[src/include/pds_pkg.sv]
/*
 * shared constants of the divider control link: word layout, latch
 * selection codes, divider figures and host register map.
 * assumes nothing of its surroundings.
 */
package pds_pkg;
    // =====================================================
    // serial word layout (bit k of the word sits at index 24-k)
    localparam int WORD_W = 24;
    localparam int MAIN_W = 12;
    localparam int SWAL_W = 5;
    localparam int BOOST_W = 5;
    localparam int REFB_W = 16;
    localparam int MAIN_HI = 23; // word bits 1..12
    localparam int SWAL_HI = 11; // word bits 13..17
    localparam int BOOST_HI = 6; // word bits 18..22
    localparam int REFB_HI = 23; // word bits 1..16
    localparam int LDEN_POS = 4; // word bit 20
    localparam logic [1:0] SEL_NDIV = 2'h0;
    localparam logic [1:0] SEL_RDIV = 2'h1;
    // =====================================================
    // divider figures
    localparam logic [5:0] PRE_LOW = 6'h20; // modulus 32, 33 while swallowing
    localparam logic [1:0] REF_PRE_LAST = 2'h3; // fixed divide by 4
    localparam logic [MAIN_W-1:0] MAIN_RST = 12'h020;
    localparam logic [REFB_W-1:0] REFB_RST = 16'h0005;
    // =====================================================
    // host register map (apb, one word each)
    localparam logic [7:0] REG_TXWORD = 8'h00;
    localparam logic [7:0] REG_CTRL = 8'h04;
    localparam logic [7:0] REG_STATUS = 8'h08;
    localparam int CTRL_GO = 0;
    localparam int CTRL_RUN = 1;
    localparam int STAT_BUSY = 0;
    // =====================================================
    // serial timing: 2 us minimum setup/hold at 100 ns per cycle
    localparam int CLK_NS = 100;
    localparam int SETUP_NS = 2000;
    localparam int HALF_CYC = (SETUP_NS + CLK_NS - 1) / CLK_NS;
    typedef enum logic [2:0] {
        H_IDLE = 3'b000,
        H_LOW = 3'b001,
        H_HIGH = 3'b010,
        H_STROBE = 3'b011,
        H_GAP = 3'b100
    } pds_hstate_type;
endpackage

[src/include/pds_link_if.sv]
/*
 * three-wire control link plus the power-save pin between host and
 * divider device. all wires are driven only by the host.
 */
`timescale 1ns/1ps
interface pds_link_if;
    logic ser_clk;
    logic ser_data;
    logic latch_strobe;
    logic run_n_standby; // high runs, low is standby
    modport host (output ser_clk, output ser_data, output latch_strobe, output run_n_standby);
    modport dev (input ser_clk, input ser_data, input latch_strobe, input run_n_standby);
endinterface

[src/core/pds_dev.sv]
/*
 * divider device: serial latches, vco and reference dividers, phase
 * comparator, booster and unlock outputs. core_clk samples every pin
 * (link, power, vco, reference) and must run well above twice their rates.
 */
// Chosen here: the placing of the registers and the APB interface to the registers.
`timescale 1ns/1ps
module pds_dev
    import pds_pkg::*;
#(
    parameter int LOCK_WIN = 2
) (
    input wire logic core_clk,
    input wire logic resetn,
    pds_link_if.dev link,
    input wire logic core_pwr_ok,
    input wire logic vco_in,
    input wire logic ref_osc_in,
    output logic pump_out,
    output logic pump_oe,
    output logic booster_out,
    output logic booster_oe,
    output logic unlock_flag,
    output logic divided_vco_pulse,
    output logic divided_ref_pulse
);
    import pds_pkg::*;

    // =====================================================
    // pin sampling
    logic [6:0] pin_raw, meta_q, sync_q, prev_q;
    assign pin_raw = {core_pwr_ok, ref_osc_in, vco_in, link.run_n_standby, link.latch_strobe,
                      link.ser_data, link.ser_clk};
    // two stages before use, third for edge finding
    always_ff @(posedge core_clk or negedge resetn) begin
        if (!resetn) begin
            meta_q <= 7'h00;
            sync_q <= 7'h00;
            prev_q <= 7'h00;
        end else begin
            meta_q <= pin_raw;
            sync_q <= meta_q;
            prev_q <= sync_q;
        end
    end
    logic sclk_rise, le_rise, le_fall, run_rise, vco_rise, ref_rise, running;
    assign sclk_rise = sync_q[0] & ~prev_q[0];
    assign le_rise = sync_q[2] & ~prev_q[2];
    assign le_fall = ~sync_q[2] & prev_q[2];
    assign running = sync_q[3] & sync_q[6];
    assign run_rise = running & ~(prev_q[3] & prev_q[6]);
    assign vco_rise = sync_q[4] & ~prev_q[4];
    assign ref_rise = sync_q[5] & ~prev_q[5];

    // =====================================================
    // shift register
    logic [WORD_W-1:0] shift_q;
    // shift on rise, strobe low only
    always_ff @(posedge core_clk or negedge resetn) begin
        if (!resetn) begin
            shift_q <= '0;
        end else if (sclk_rise && !sync_q[2]) begin
            // msb first, newest bit at index 0
            shift_q <= {shift_q[WORD_W-2:0], sync_q[1]};
        end
    end

    // =====================================================
    // latches; kept through standby
    logic [MAIN_W-1:0] main_lat_q;
    logic [SWAL_W-1:0] swal_lat_q;
    logic [BOOST_W-1:0] boost_lat_q;
    logic [REFB_W-1:0] refb_lat_q;
    logic lden_q, wr_pend_q;
    // strobe rise loads the chosen latch
    always_ff @(posedge core_clk or negedge resetn) begin
        if (!resetn) begin
            main_lat_q <= MAIN_RST;
            swal_lat_q <= '0;
            boost_lat_q <= '0;
            refb_lat_q <= REFB_RST;
            lden_q <= 1'b0;
        end else if (le_rise) begin
            if (shift_q[1:0] == SEL_NDIV) begin
                main_lat_q <= shift_q[MAIN_HI -: MAIN_W];
                swal_lat_q <= shift_q[SWAL_HI -: SWAL_W];
                boost_lat_q <= shift_q[BOOST_HI -: BOOST_W];
            end else if (shift_q[1:0] == SEL_RDIV) begin
                refb_lat_q <= shift_q[REFB_HI -: REFB_W];
                lden_q <= shift_q[LDEN_POS];
            end
        end
    end
    // write pending until the strobe falls
    always_ff @(posedge core_clk or negedge resetn) begin
        if (!resetn) begin
            wr_pend_q <= 1'b0;
        end else if (le_rise || le_fall) begin
            wr_pend_q <= le_rise;
        end
    end

    // =====================================================
    // vco divider: prescaler 32/33, swallow and main counters
    logic [5:0] pre_q;
    logic [SWAL_W:0] swal_q;
    logic [MAIN_W-1:0] main_q, main_act_q;
    logic [SWAL_W-1:0] swal_act_q;
    logic pre_last, swallowing, fv_q;
    assign swallowing = swal_q < {1'b0, swal_act_q};
    // 33 counts while swallowing, else 32
    assign pre_last = swallowing ? (pre_q == PRE_LOW) : (pre_q == PRE_LOW - 6'h01);
    // counts, standby reset, reload at end
    always_ff @(posedge core_clk or negedge resetn) begin
        if (!resetn) begin
            pre_q <= '0;
            swal_q <= '0;
            main_q <= '0;
            main_act_q <= MAIN_RST;
            swal_act_q <= '0;
            fv_q <= 1'b0;
        end else if (!running) begin
            pre_q <= '0;
            swal_q <= '0;
            main_q <= '0;
            main_act_q <= main_lat_q;
            swal_act_q <= swal_lat_q;
            fv_q <= 1'b0;
        end else begin
            fv_q <= 1'b0;
            if (vco_rise) begin
                pre_q <= pre_last ? 6'h00 : pre_q + 6'h01;
                if (pre_last) begin
                    swal_q <= swal_q + {5'h00, swallowing};
                    if (main_q == main_act_q - 12'h001) begin
                        fv_q <= 1'b1;
                        main_q <= '0;
                        swal_q <= '0;
                        main_act_q <= main_lat_q;
                        swal_act_q <= swal_lat_q;
                    end else begin
                        main_q <= main_q + 12'h001;
                    end
                end
            end
        end
    end

    // =====================================================
    // reference divider: fixed by 4, then B
    logic [1:0] rpre_q;
    logic [REFB_W-1:0] refb_q, refb_act_q;
    logic fr_q;
    always_ff @(posedge core_clk or negedge resetn) begin
        if (!resetn) begin
            rpre_q <= '0;
            refb_q <= '0;
            refb_act_q <= REFB_RST;
            fr_q <= 1'b0;
        end else if (!running) begin
            rpre_q <= '0;
            refb_q <= '0;
            refb_act_q <= refb_lat_q;
            fr_q <= 1'b0;
        end else begin
            fr_q <= 1'b0;
            if (ref_rise) begin
                rpre_q <= rpre_q + 2'h1;
                if (rpre_q == REF_PRE_LAST) begin
                    if (refb_q == refb_act_q - 16'h0001) begin
                        fr_q <= 1'b1;
                        refb_q <= '0;
                        refb_act_q <= refb_lat_q;
                    end else begin
                        refb_q <= refb_q + 16'h0001;
                    end
                end
            end
        end
    end
    assign divided_vco_pulse = fv_q;
    assign divided_ref_pulse = fr_q;

    // =====================================================
    // phase comparator; pump high when reference leads
    logic up_q, dn_q;
    // set by own pulse, both cleared together
    always_ff @(posedge core_clk or negedge resetn) begin
        if (!resetn) begin
            up_q <= 1'b0;
            dn_q <= 1'b0;
        end else if (!running || ((up_q | fr_q) && (dn_q | fv_q))) begin
            up_q <= 1'b0;
            dn_q <= 1'b0;
        end else begin
            up_q <= up_q | fr_q;
            dn_q <= dn_q | fv_q;
        end
    end
    assign pump_out = up_q;
    assign pump_oe = running & (up_q ^ dn_q);

    // =====================================================
    // lock detect: error width over a window marks a period unlocked
    logic [3:0] err_w_q;
    logic err_q, lock_q;
    always_ff @(posedge core_clk or negedge resetn) begin
        if (!resetn) begin
            err_w_q <= '0;
            err_q <= 1'b0;
            lock_q <= 1'b0;
        end else if (!running) begin
            err_w_q <= '0;
            err_q <= 1'b0;
            lock_q <= 1'b0;
        end else begin
            err_w_q <= (up_q ^ dn_q) ? ((err_w_q == 4'hf) ? err_w_q : err_w_q + 4'h1) : 4'h0;
            if (fr_q) begin
                lock_q <= ~err_q;
                err_q <= 1'b0;
            end else if (err_w_q >= 4'(LOCK_WIN)) begin
                err_q <= 1'b1;
            end
        end
    end
    // low when out of lock, disabled or standby
    assign unlock_flag = running & lden_q & lock_q;

    // =====================================================
    // booster: runs for the coded number of reference periods
    logic [BOOST_W-1:0] boost_cnt_q;
    logic boost_on_q;
    // start on run rise or strobe fall after write
    always_ff @(posedge core_clk or negedge resetn) begin
        if (!resetn) begin
            boost_cnt_q <= '0;
            boost_on_q <= 1'b0;
        end else if (!running) begin
            boost_cnt_q <= '0;
            boost_on_q <= 1'b0;
        end else if ((run_rise || (le_fall && wr_pend_q)) && boost_lat_q != '0) begin
            boost_cnt_q <= boost_lat_q;
            boost_on_q <= 1'b1;
        end else if (boost_on_q && fr_q) begin
            boost_cnt_q <= boost_cnt_q - 5'h01;
            boost_on_q <= boost_cnt_q != 5'h01;
        end
    end
    // drives the pump direction harder while active
    assign booster_out = up_q;
    assign booster_oe = boost_on_q & running;
endmodule // pds_dev

[src/flat_wrapper.sv]
// flat-port wrapper written by rule: the top's interface ports become plain ports
module pds_dev_flat import pds_pkg::*;
#(
    parameter int LOCK_WIN = 2
)
  (core_clk, resetn, core_pwr_ok, vco_in, ref_osc_in, pump_out, pump_oe, booster_out, booster_oe, unlock_flag, divided_vco_pulse, divided_ref_pulse, link_ser_clk, link_ser_data, link_latch_strobe, link_run_n_standby);
  pds_link_if link_i ();
  input wire logic core_clk;
  input wire logic resetn;
  input wire logic core_pwr_ok;
  input wire logic vco_in;
  input wire logic ref_osc_in;
  output logic pump_out;
  output logic pump_oe;
  output logic booster_out;
  output logic booster_oe;
  output logic unlock_flag;
  output logic divided_vco_pulse;
  output logic divided_ref_pulse;
  input wire logic [$bits(link_i.ser_clk)-1:0] link_ser_clk;
  input wire logic [$bits(link_i.ser_data)-1:0] link_ser_data;
  input wire logic [$bits(link_i.latch_strobe)-1:0] link_latch_strobe;
  input wire logic [$bits(link_i.run_n_standby)-1:0] link_run_n_standby;
  assign link_i.ser_clk = link_ser_clk;
  assign link_i.ser_data = link_ser_data;
  assign link_i.latch_strobe = link_latch_strobe;
  assign link_i.run_n_standby = link_run_n_standby;
  pds_dev #(.LOCK_WIN(LOCK_WIN)) u_core (.core_clk(core_clk), .resetn(resetn), .link(link_i), .core_pwr_ok(core_pwr_ok), .vco_in(vco_in), .ref_osc_in(ref_osc_in), .pump_out(pump_out), .pump_oe(pump_oe), .booster_out(booster_out), .booster_oe(booster_oe), .unlock_flag(unlock_flag), .divided_vco_pulse(divided_vco_pulse), .divided_ref_pulse(divided_ref_pulse));
endmodule
[config.mk]
export PLATFORM = sky130hd
export DESIGN_NAME = pds_dev_flat
export DESIGN_NICKNAME = d
export VERILOG_FILES = /design/src/include/pds_pkg.sv /design/src/include/pds_link_if.sv /design/src/core/pds_dev.sv /design/src/flat_wrapper.sv
export SDC_FILE = /design/constraint.sdc
export NUM_CORES = 1
export LEC_CHECK = 0
export ABC_AREA = 1
export BUFFER_PORTS_ARGS = -buffer_cell sky130_fd_sc_hd__buf_2
export CORE_UTILIZATION = 53
export DETAILED_ROUTE_END_ITERATION = 10
export PLACE_DENSITY = 0.69
export SLEW_MARGIN = 20
export SYNTH_ARGS = -nofsm -noshare
export SYNTH_HDL_FRONTEND = slang
export SYNTH_SLANG_ARGS = --single-unit
[constraint.sdc]
create_clock -name core_clk -period 2.6 [get_ports core_clk]
set_input_delay 0.13 -clock core_clk [delete_from_list [all_inputs] [get_ports core_clk]]
set_output_delay 0.13 -clock core_clk [all_outputs]
set_load 0.005 [all_outputs]
==> impl_metrics.env, run 1 <==
export IMPL_peakVddDrop_mv=0.500
export IMPL_synth_xor_area_frac=0.0491
export IMPL_synth_warnings=0
export IMPL_grt_max_degree=61
export IMPL_track_usage=0.217
export IMPL_combPwrFrac=0.094
export IMPL_dp_slack_ns=0.337
export IMPL_worstMarginPinSlew_ns=0.564
export IMPL_drive_above_1_share=0.0975
export IMPL_switching_share=0.266
export IMPL_synth_seq_cells=175
export IMPL_cts_buffers_inserted=17
export IMPL_report_final_slew_viol_count=0
export IMPL_final_util=0.596
export IMPL_overflow=0
export IMPL_synth_fa_ha_area_frac=0.0253
export IMPL_initial_utilization=0.540
export IMPL_relSlewSlack=0.624
export IMPL_dieArea_sq_um=17400
export IMPL_outcome="finished clean"
export IMPL_syn_num_nets=1114
export IMPL_finalSetupTns_ns=0
export IMPL_routedWlPerCell_microns=13.0
export IMPL_antenna_found_initial=0
export IMPL_grt_pass1_wl_microns=30400
export IMPL_p_leak_nw=4.94
export IMPL_clkLatencyLatePin_ns=0.43
export IMPL_final_cell_area_sq_um=9850
export IMPL_clk_pin_slew_worst_paths_ns=0.07
export IMPL_cts_buffer_depth=2
export IMPL_cts_hold_buffers=8
export IMPL_path_max_fanout=15
export IMPL_hold_viol_final=0
export IMPL_async_reset_ff_frac=1.00
export IMPL_synth_top_family_by_area="simple AND/OR/NAND/NOR gates"
export IMPL_synth_ff_type="dfrtp_1"
export IMPL_cts_resized_gates=0
export IMPL_synth_area_sq_um=8920
export IMPL_drtAntennaViolNets=0
export IMPL_rsz0062_at_grt="false"
export IMPL_critPathKind="reg -> reg"
export IMPL_hp_class="in -> async"
export IMPL_first_pass_iters=5
export IMPL_synthSimpleGateAreaFrac=0.279
export IMPL_placed_area_sq_um=9190
export IMPL_seqPwrFrac=0.486
export IMPL_clock_power_share=0.420
export IMPL_cts_root_buf="clkbuf_16"
export IMPL_worst_setup_path_end_kind="register"
export IMPL_fin_ws_ns=0.295
export IMPL_worstPathArrival_ns=2.61
export IMPL_rows=47
export IMPL_muxShareOfSynthArea=0.00238
export IMPL_die_y_microns=132
export IMPL_synth_edff_count=0
export IMPL_syn_to_final_growth_pct=10.5
export IMPL_via_count=6801
export IMPL_synth_compound_area_share=0.0779
export IMPL_die_width_microns=132
export IMPL_synth_cell_types=47
export IMPL_ys_seq_area_frac=0.492
export IMPL_clkSinkCount=175
export IMPL_postCtsSetupBuffers=0
export IMPL_grt_pass1_vias=6522
export IMPL_gp_congestion=0.916
export IMPL_mostFrequentLayoutCells="310 x nand2_1, 169 x dfrtp_1, 116 x inv_1"
export IMPL_cts_tree="built"
export IMPL_wl_microns=17400
export IMPL_cp_start_kind="register"
export IMPL_fin_nets=1132
export IMPL_numPortBuffers=15
export IMPL_min_period_ns=2.31
export IMPL_drcViolationCount=0
export IMPL_required_ns=2.90
export IMPL_avgSynthCellArea_sq_um=8.20
export IMPL_cts_max_level=4
export IMPL_drt_vias_per_instance=5.08
export IMPL_fmax_mhz=434
export IMPL_post_dp_hpwl_microns=12200
export IMPL_powerDensity_nw_per_um2=611
export IMPL_antenna_cells=0
export IMPL_period_share=0.887
export IMPL_p_sw_mw=1.60
export IMPL_setup_violations=0
export IMPL_drtIter0Drc=406
export IMPL_finClkSkew_ns=0.00986
export IMPL_coreArea_sq_um=16500
export IMPL_final_common_cell="nand2_1"
export IMPL_p_total_mw=6.02
export IMPL_cap_violations=0
export IMPL_io_pins=16
export IMPL_internal_power_mw=4.42
export IMPL_syn_instance_count=1087
cell families after synthesis:
| group | Yosys count |
|---|---|
| adder cells (fa/ha/maj) | 18 |
| buffers and inverters | 158 |
| XOR/XNOR | 50 |
| AND/OR/NAND/NOR | 553 |
| flip-flops | 175 |
| AO/OA/AOI/OAI | 131 |
| multiplexers | 2 |
metal layers:
| layer | up-vias | wire (microns) | track usage |
|---|---|---|---|
| met4 | 0 | 282 | 0.0756 |
| met3 | 21 | 573 | 0.0347 |
| met1 | 3184 | 8470 | 0.297 |
| li1 | 3492 | - | - |
| met5 | - | 0 | 0 |
| met2 | 104 | 8100 | 0.350 |
critical path, stage by stage, from the launching register on:
cell and delay (ns):
dfstp_2 0.56, inv_1 0.08, ha_1 0.28, nand2_2 0.17, nor2_4 0.08, nand2_1 0.06, nand2_1 0.05, nand2_1 0.09
nand2_1 0.09, nor2_2 0.20, nand3_2 0.14, nand2_2 0.25, o21ai_0 0.12
final timing paths:
path | startpoint | endpoint | slack (ns) | cells past startpoint
setup reg to reg | u_core.refb_act_q[0] | u_core.refb_q[4] | 0.29 | 12
setup / recovery | u_core.refb_act_q[0] | u_core.refb_q[4] | 0.29 | 12
hold / removal | resetn | u_core.main_q[5] | 0.25 | 2
min in group core_clk | ref_osc_in | u_core.meta_q[5] | 0.33 | 2
hold reg to reg | u_core.meta_q[0] | u_core.sync_q[0] | 0.35 | 0
max in group asynchronous | resetn | u_core.refb_lat_q[0] | 1.59 | 3
registers in the layout (all words and copies together) (netlist names), 2 cells and up:
signal	flops
u_core.sync_q	7
u_core.main_q	12
u_core.swal_act_q	5
u_core.prev_q	6
u_core.shift_q	24
u_core.pre_q	6
u_core.swal_lat_q	5
u_core.rpre_q	2
u_core.boost_cnt_q	5
u_core.refb_act_q	16
u_core.refb_lat_q	16
u_core.boost_lat_q	5
u_core.swal_q	6
u_core.err_w_q	4
u_core.main_lat_q	12
u_core.meta_q	7
u_core.main_act_q	12
u_core.refb_q	16
area by class of cell:
cell class	instances	area (sq um)
inverters	124	465
flip-flops and latches	175	4390
fillers	1471	6670
clock inverters	14	144
repair buffers	33	274
clock buffers	18	439
multi-input cells	754	3870
well taps	220	275
cells in the mapped netlist, types with 5 or more instances:
library cell / n / area [sq um]
a21oi_1: 15 / 75.1
nor2_2: 10 / 62.6
nand2_2: 8 / 50.1
nand4_1: 9 / 56.3
ha_1: 18 / 225
clkbuf_1: 16 / 60.1
dfstp_2: 6 / 158
nand3b_1: 8 / 60.1
inv_2: 6 / 22.5
buf_2: 6 / 30.0
nand2_1: 310 / 1160
o21ai_0: 88 / 440
nand3_2: 10 / 100
xor2_1: 36 / 315
nand3_1: 91 / 455
inv_1: 117 / 439
o21bai_1: 5 / 37.5
xnor2_1: 14 / 123
o21ai_1: 10 / 50.1
nor2_1: 85 / 319
dfrtp_1: 169 / 4230
o22ai_1: 6 / 37.5
power by group through the flow:
stage / clock network, mW / logic [mW] / registers (mW)
4_1_cts: 2.58 / 0.574 / 2.93
3_3_place_gp: 0 / 0.546 / 2.97
5_1_grt: 2.68 / 0.658 / 2.94
3_5_place_dp: 0 / 0.561 / 2.98
2_1_floorplan: 0 / 0.396 / 2.95
6_report: 2.53 / 0.565 / 2.93
stage by stage:
step | hold slack [ns] | instances
6_report | 0.252 | 1338
5_1_grt | 0.324 | 1338
4_1_cts | 0.272 | 1338
3_5_place_dp | 0.152 | 1298
3_3_place_gp | 0.151 | 1298
2_1_floorplan | -0.166 | 1087
No activity file was read; power rests on OpenSTA's default activity.
==> run 2: changes to the inputs <==
--- a/config.mk
+++ b/config.mk
@@ -5,11 +5,10 @@
 export SDC_FILE = /design/constraint.sdc
 export NUM_CORES = 1
 export LEC_CHECK = 0
-export ABC_AREA = 1
 export BUFFER_PORTS_ARGS = -buffer_cell sky130_fd_sc_hd__buf_2
-export CORE_UTILIZATION = 53
+export CORE_UTILIZATION = 63
 export DETAILED_ROUTE_END_ITERATION = 10
-export PLACE_DENSITY = 0.69
+export PLACE_DENSITY = 0.8
 export SLEW_MARGIN = 20
 export SYNTH_ARGS = -nofsm -noshare
 export SYNTH_HDL_FRONTEND = slang
==> run 2 against run 1 <==
The flow now finishes with violations (negative setup slack). Highest routed layer unchanged. Die area is 20% lower. Power is 2.2% higher. Maximum frequency is 24% lower. Sequential cell count stayed put. Synthesized area is 4.8% lower. Non-clock buffer count is 47 higher. Combinational power is 3% higher. Via count is 7.2% lower.
==> impl_metrics.env, run 2 <==
export IMPL_worstMarginPinSlew_ns=0.595
export IMPL_wl_microns=18800
export IMPL_async_reset_ff_frac=1.00
export IMPL_synthTopCellsByCount="169 x dfrtp_1, 87 x mux2_2, 55 x nor2_1"
export IMPL_rsz0062_at_grt="true"
export IMPL_crit_buf_inv=1
export IMPL_clock_power_share=0.419
export IMPL_yosysMostFrequentCell="dfrtp_1"
export IMPL_syn_num_nets=789
export IMPL_cts_max_level=4
export IMPL_p_leak_nw=4.61
export IMPL_critPathKind="reg -> reg"
export IMPL_avgSynthCellArea_sq_um=11.1
export IMPL_cap_violations=0
export IMPL_r2r_end="u_core.refb_act_q[10]"
export IMPL_p_sw_mw=1.51
export IMPL_drt_vias_per_instance=6.26
export IMPL_cp_start_kind="register"
export IMPL_powerDensity_nw_per_um2=620
export IMPL_path_cells="or4_4, or4_4, or3_4, a2111oi_4, nand4_1, nand2_4, buf_12, mux2_4"
export IMPL_fin_ws_ns=-0.450
export IMPL_numPortBuffers=15
export IMPL_antenna_found_initial=0
export IMPL_drive_above_1_share=0.286
export IMPL_track_usage=0.285
export IMPL_overflow=0
export IMPL_internal_power_mw=4.65
export IMPL_reg2reg_from="u_core.refb_act_q[11]"
export IMPL_hold_viol_final=0
export IMPL_grt_pass1_vias=6422
export IMPL_critPathTopFamily="simple AND/OR/NAND/NOR gates"
export IMPL_cts_buffers_inserted=17
export IMPL_combPwrFrac=0.094
export IMPL_routedWlPerCell_microns=18.7
export IMPL_synth_top_area_share=0.498
export IMPL_cpMostUsedCell="or4_4"
export IMPL_worst_setup_path_end_kind="register"
export IMPL_die_width_microns=118
export IMPL_setup_violations=50
export IMPL_grt_max_degree=70
export IMPL_relSlewSlack=0.603
export IMPL_finalSetupTns_ns=-13.17
export IMPL_clk_pin_slew_worst_paths_ns=0.07
export IMPL_synth_cell_types=63
export IMPL_cts_buffer_depth=2
export IMPL_synthTopCellsByArea="dfrtp_1 50%, mux2_2 12%, xnor2_1 3.3%, ha_1 2.7%, nor2_1 2.4%"
export IMPL_hp_class="in -> async"
export IMPL_peakVddDrop_mv=0.660
export IMPL_post_dp_hpwl_microns=12300
export IMPL_placed_cells=960
export IMPL_worst_r2r_path_depth=8
export IMPL_initial_utilization=0.644
export IMPL_drcViolationCount=0
export IMPL_final_util=0.753
export IMPL_final_common_cell="dfrtp_1"
export IMPL_ys_seq_area_frac=0.517
export IMPL_via_count=6310
export IMPL_critPathSlowestCell="or4_4"
export IMPL_cts_tree="built"
export IMPL_violations="negative setup slack"
export IMPL_max_stage_delay_ns=0.54
export IMPL_syn_to_final_growth_pct=16.9
export IMPL_grt_pass1_wl_microns=31100
export IMPL_synth_ff_type="dfrtp_1"
export IMPL_syn_instance_count=762
export IMPL_fin_cells=1008
export IMPL_synth_top_area_cell="dfrtp_1"
export IMPL_switching_share=0.245
export IMPL_required_ns=2.91
export IMPL_outcome="complete, but fails checks"
export IMPL_die_y_microns=118
export IMPL_synth_edff_count=0
export IMPL_finClkSkew_ns=0.00951
export IMPL_clkLatencyLatePin_ns=0.43
export IMPL_rows=42
export IMPL_ff2ff_setup_slack_ns=-0.45
export IMPL_dieArea_sq_um=13900
export IMPL_worstPathArrival_ns=3.36
export IMPL_min_period_ns=3.05
export IMPL_synth_area_sq_um=8490
export IMPL_largest_register_ffs=24
export IMPL_synth_warnings=0
export IMPL_drtIter0Drc=425
export IMPL_io_pins=16
export IMPL_cts_root_buf="clkbuf_16"
export IMPL_report_final_slew_viol_count=0
export IMPL_path_max_fanout=10
export IMPL_mostFrequentLayoutCells="169 x dfrtp_1, 84 x mux2_2, 52 x nand2_1"
export IMPL_regMostFlops="u_core.shift_q"
export IMPL_first_pass_iters=5
export IMPL_coreArea_sq_um=13200
export IMPL_synth_seq_cells=175
export IMPL_final_cell_area_sq_um=9930
export IMPL_antenna_cells=0
export IMPL_seqPwrFrac=0.487
export IMPL_clkSinkCount=175
export IMPL_gp_congestion=0.870
export IMPL_fmax_mhz=328
export IMPL_drtAntennaViolNets=0
export IMPL_fin_nets=847
export IMPL_period_share=1.17
export IMPL_placed_area_sq_um=9070
-- run 2: cell count changes after synthesis, sizes merged, moves of 10 or more --
| cell | change |
|---|---|
| nand2 | -267 |
| inv | -103 |
| mux2 | +97 |
| o21ai | -79 |
| nand3 | -61 |
| nor2 | -44 |
| nor3 | +18 |
| xnor2 | +18 |
| xor2 | -17 |
| nor4 | +13 |
| clkbuf | +11 |
| or4 | +10 |
-- run 2: worst max-delay path by stage --
stage	cells after the start	startpoint	end	slack, ns
3_5_place_dp	9	u_core.refb_act_q[1]	u_core.refb_act_q[3]	-0.46
2_1_floorplan	11	u_core.refb_act_q[0]	u_core.refb_act_q[10]	-0.35
5_1_grt	10	u_core.refb_act_q[0]	u_core.refb_act_q[2]	-0.55
6_report	8	u_core.refb_act_q[11]	u_core.refb_act_q[10]	-0.45
3_3_place_gp	7	u_core.refb_act_q[11]	u_core.refb_act_q[1]	-0.42
4_1_cts	8	u_core.refb_act_q[11]	u_core.refb_act_q[10]	-0.43
-- run 2: timing repair --
action | CTS | global route
resized for setup | 13 | 15
endpoints found under the hold margin | 57 | 0
pin swaps | 3 | 3
setup endpoints to repair | 51 | 57
cloned | 1 | 0
buffers inserted | 3 | 7
hold buffers | 8 | 0
-- run 2: worst reg2reg max path, stage by stage, from the launching register on --
cell and delay (ns):
dfrtp_1 0.38, or4_4 0.54, or4_4 0.43, or3_4 0.40
a2111oi_4 0.33, nand4_1 0.21, nand2_4 0.17, buf_12 0.16
mux2_4 0.31
-- run 2: power by group through the flow --
stage               combinational (mW)  sequential (mW)  clock (mW)
finish                           0.581             2.99        2.58
global placement                 0.514             3.02           0
floorplan                        0.370             2.99           0
global route                     0.635             3.01        2.73
detailed placement               0.541             3.04           0
CTS                              0.577             2.99        2.61
-- run 2: layout make-up --
cell class,instances,area (sq um)
clock inverters,12,149
flip-flops and latches,175,4390
fillers,781,3260
clock buffers,19,453
repair buffers,80,696
inverters,20,75.1
well taps,176,220
multi-input cells,526,3950
-- run 2: cells by family (layout without fill, tap and decap cells) --
| kind of cell | count (synthesis) | count (layout) | synth area share |
|---|---|---|---|
| DFF | 175 | 175 | 0.517 |
| buffers and inverters | 61 | 131 | 0.0314 |
| xor gates and xnor gates | 51 | 51 | 0.0526 |
| AOI/OAI and AO/OA | 80 | 80 | 0.0620 |
| and+or+nand+nor | 276 | 276 | 0.172 |
| muxes | 101 | 101 | 0.138 |
| adders and majority gates | 18 | 18 | 0.0265 |
-- run 2: layer usage --
layer | GRT usage | part of all wire
met5 | 0 | 0
met4 | 0.115 | 0.027
met3 | 0.0586 | 0.049
met2 | 0.485 | 0.52
met1 | 0.355 | 0.41
-- run 2: metrics by stage --
| step | setup WS (ns) | hold slack, ns | power (mW) |
|---|---|---|---|
| floorplan | -0.348 | -0.166 | 3.36 |
| global placement | -0.419 | 0.0972 | 3.54 |
| detailed placement | -0.464 | 0.102 | 3.58 |
| CTS | -0.434 | 0.224 | 6.18 |
| global route | -0.552 | 0.259 | 6.37 |
| finish | -0.450 | 0.218 | 6.15 |
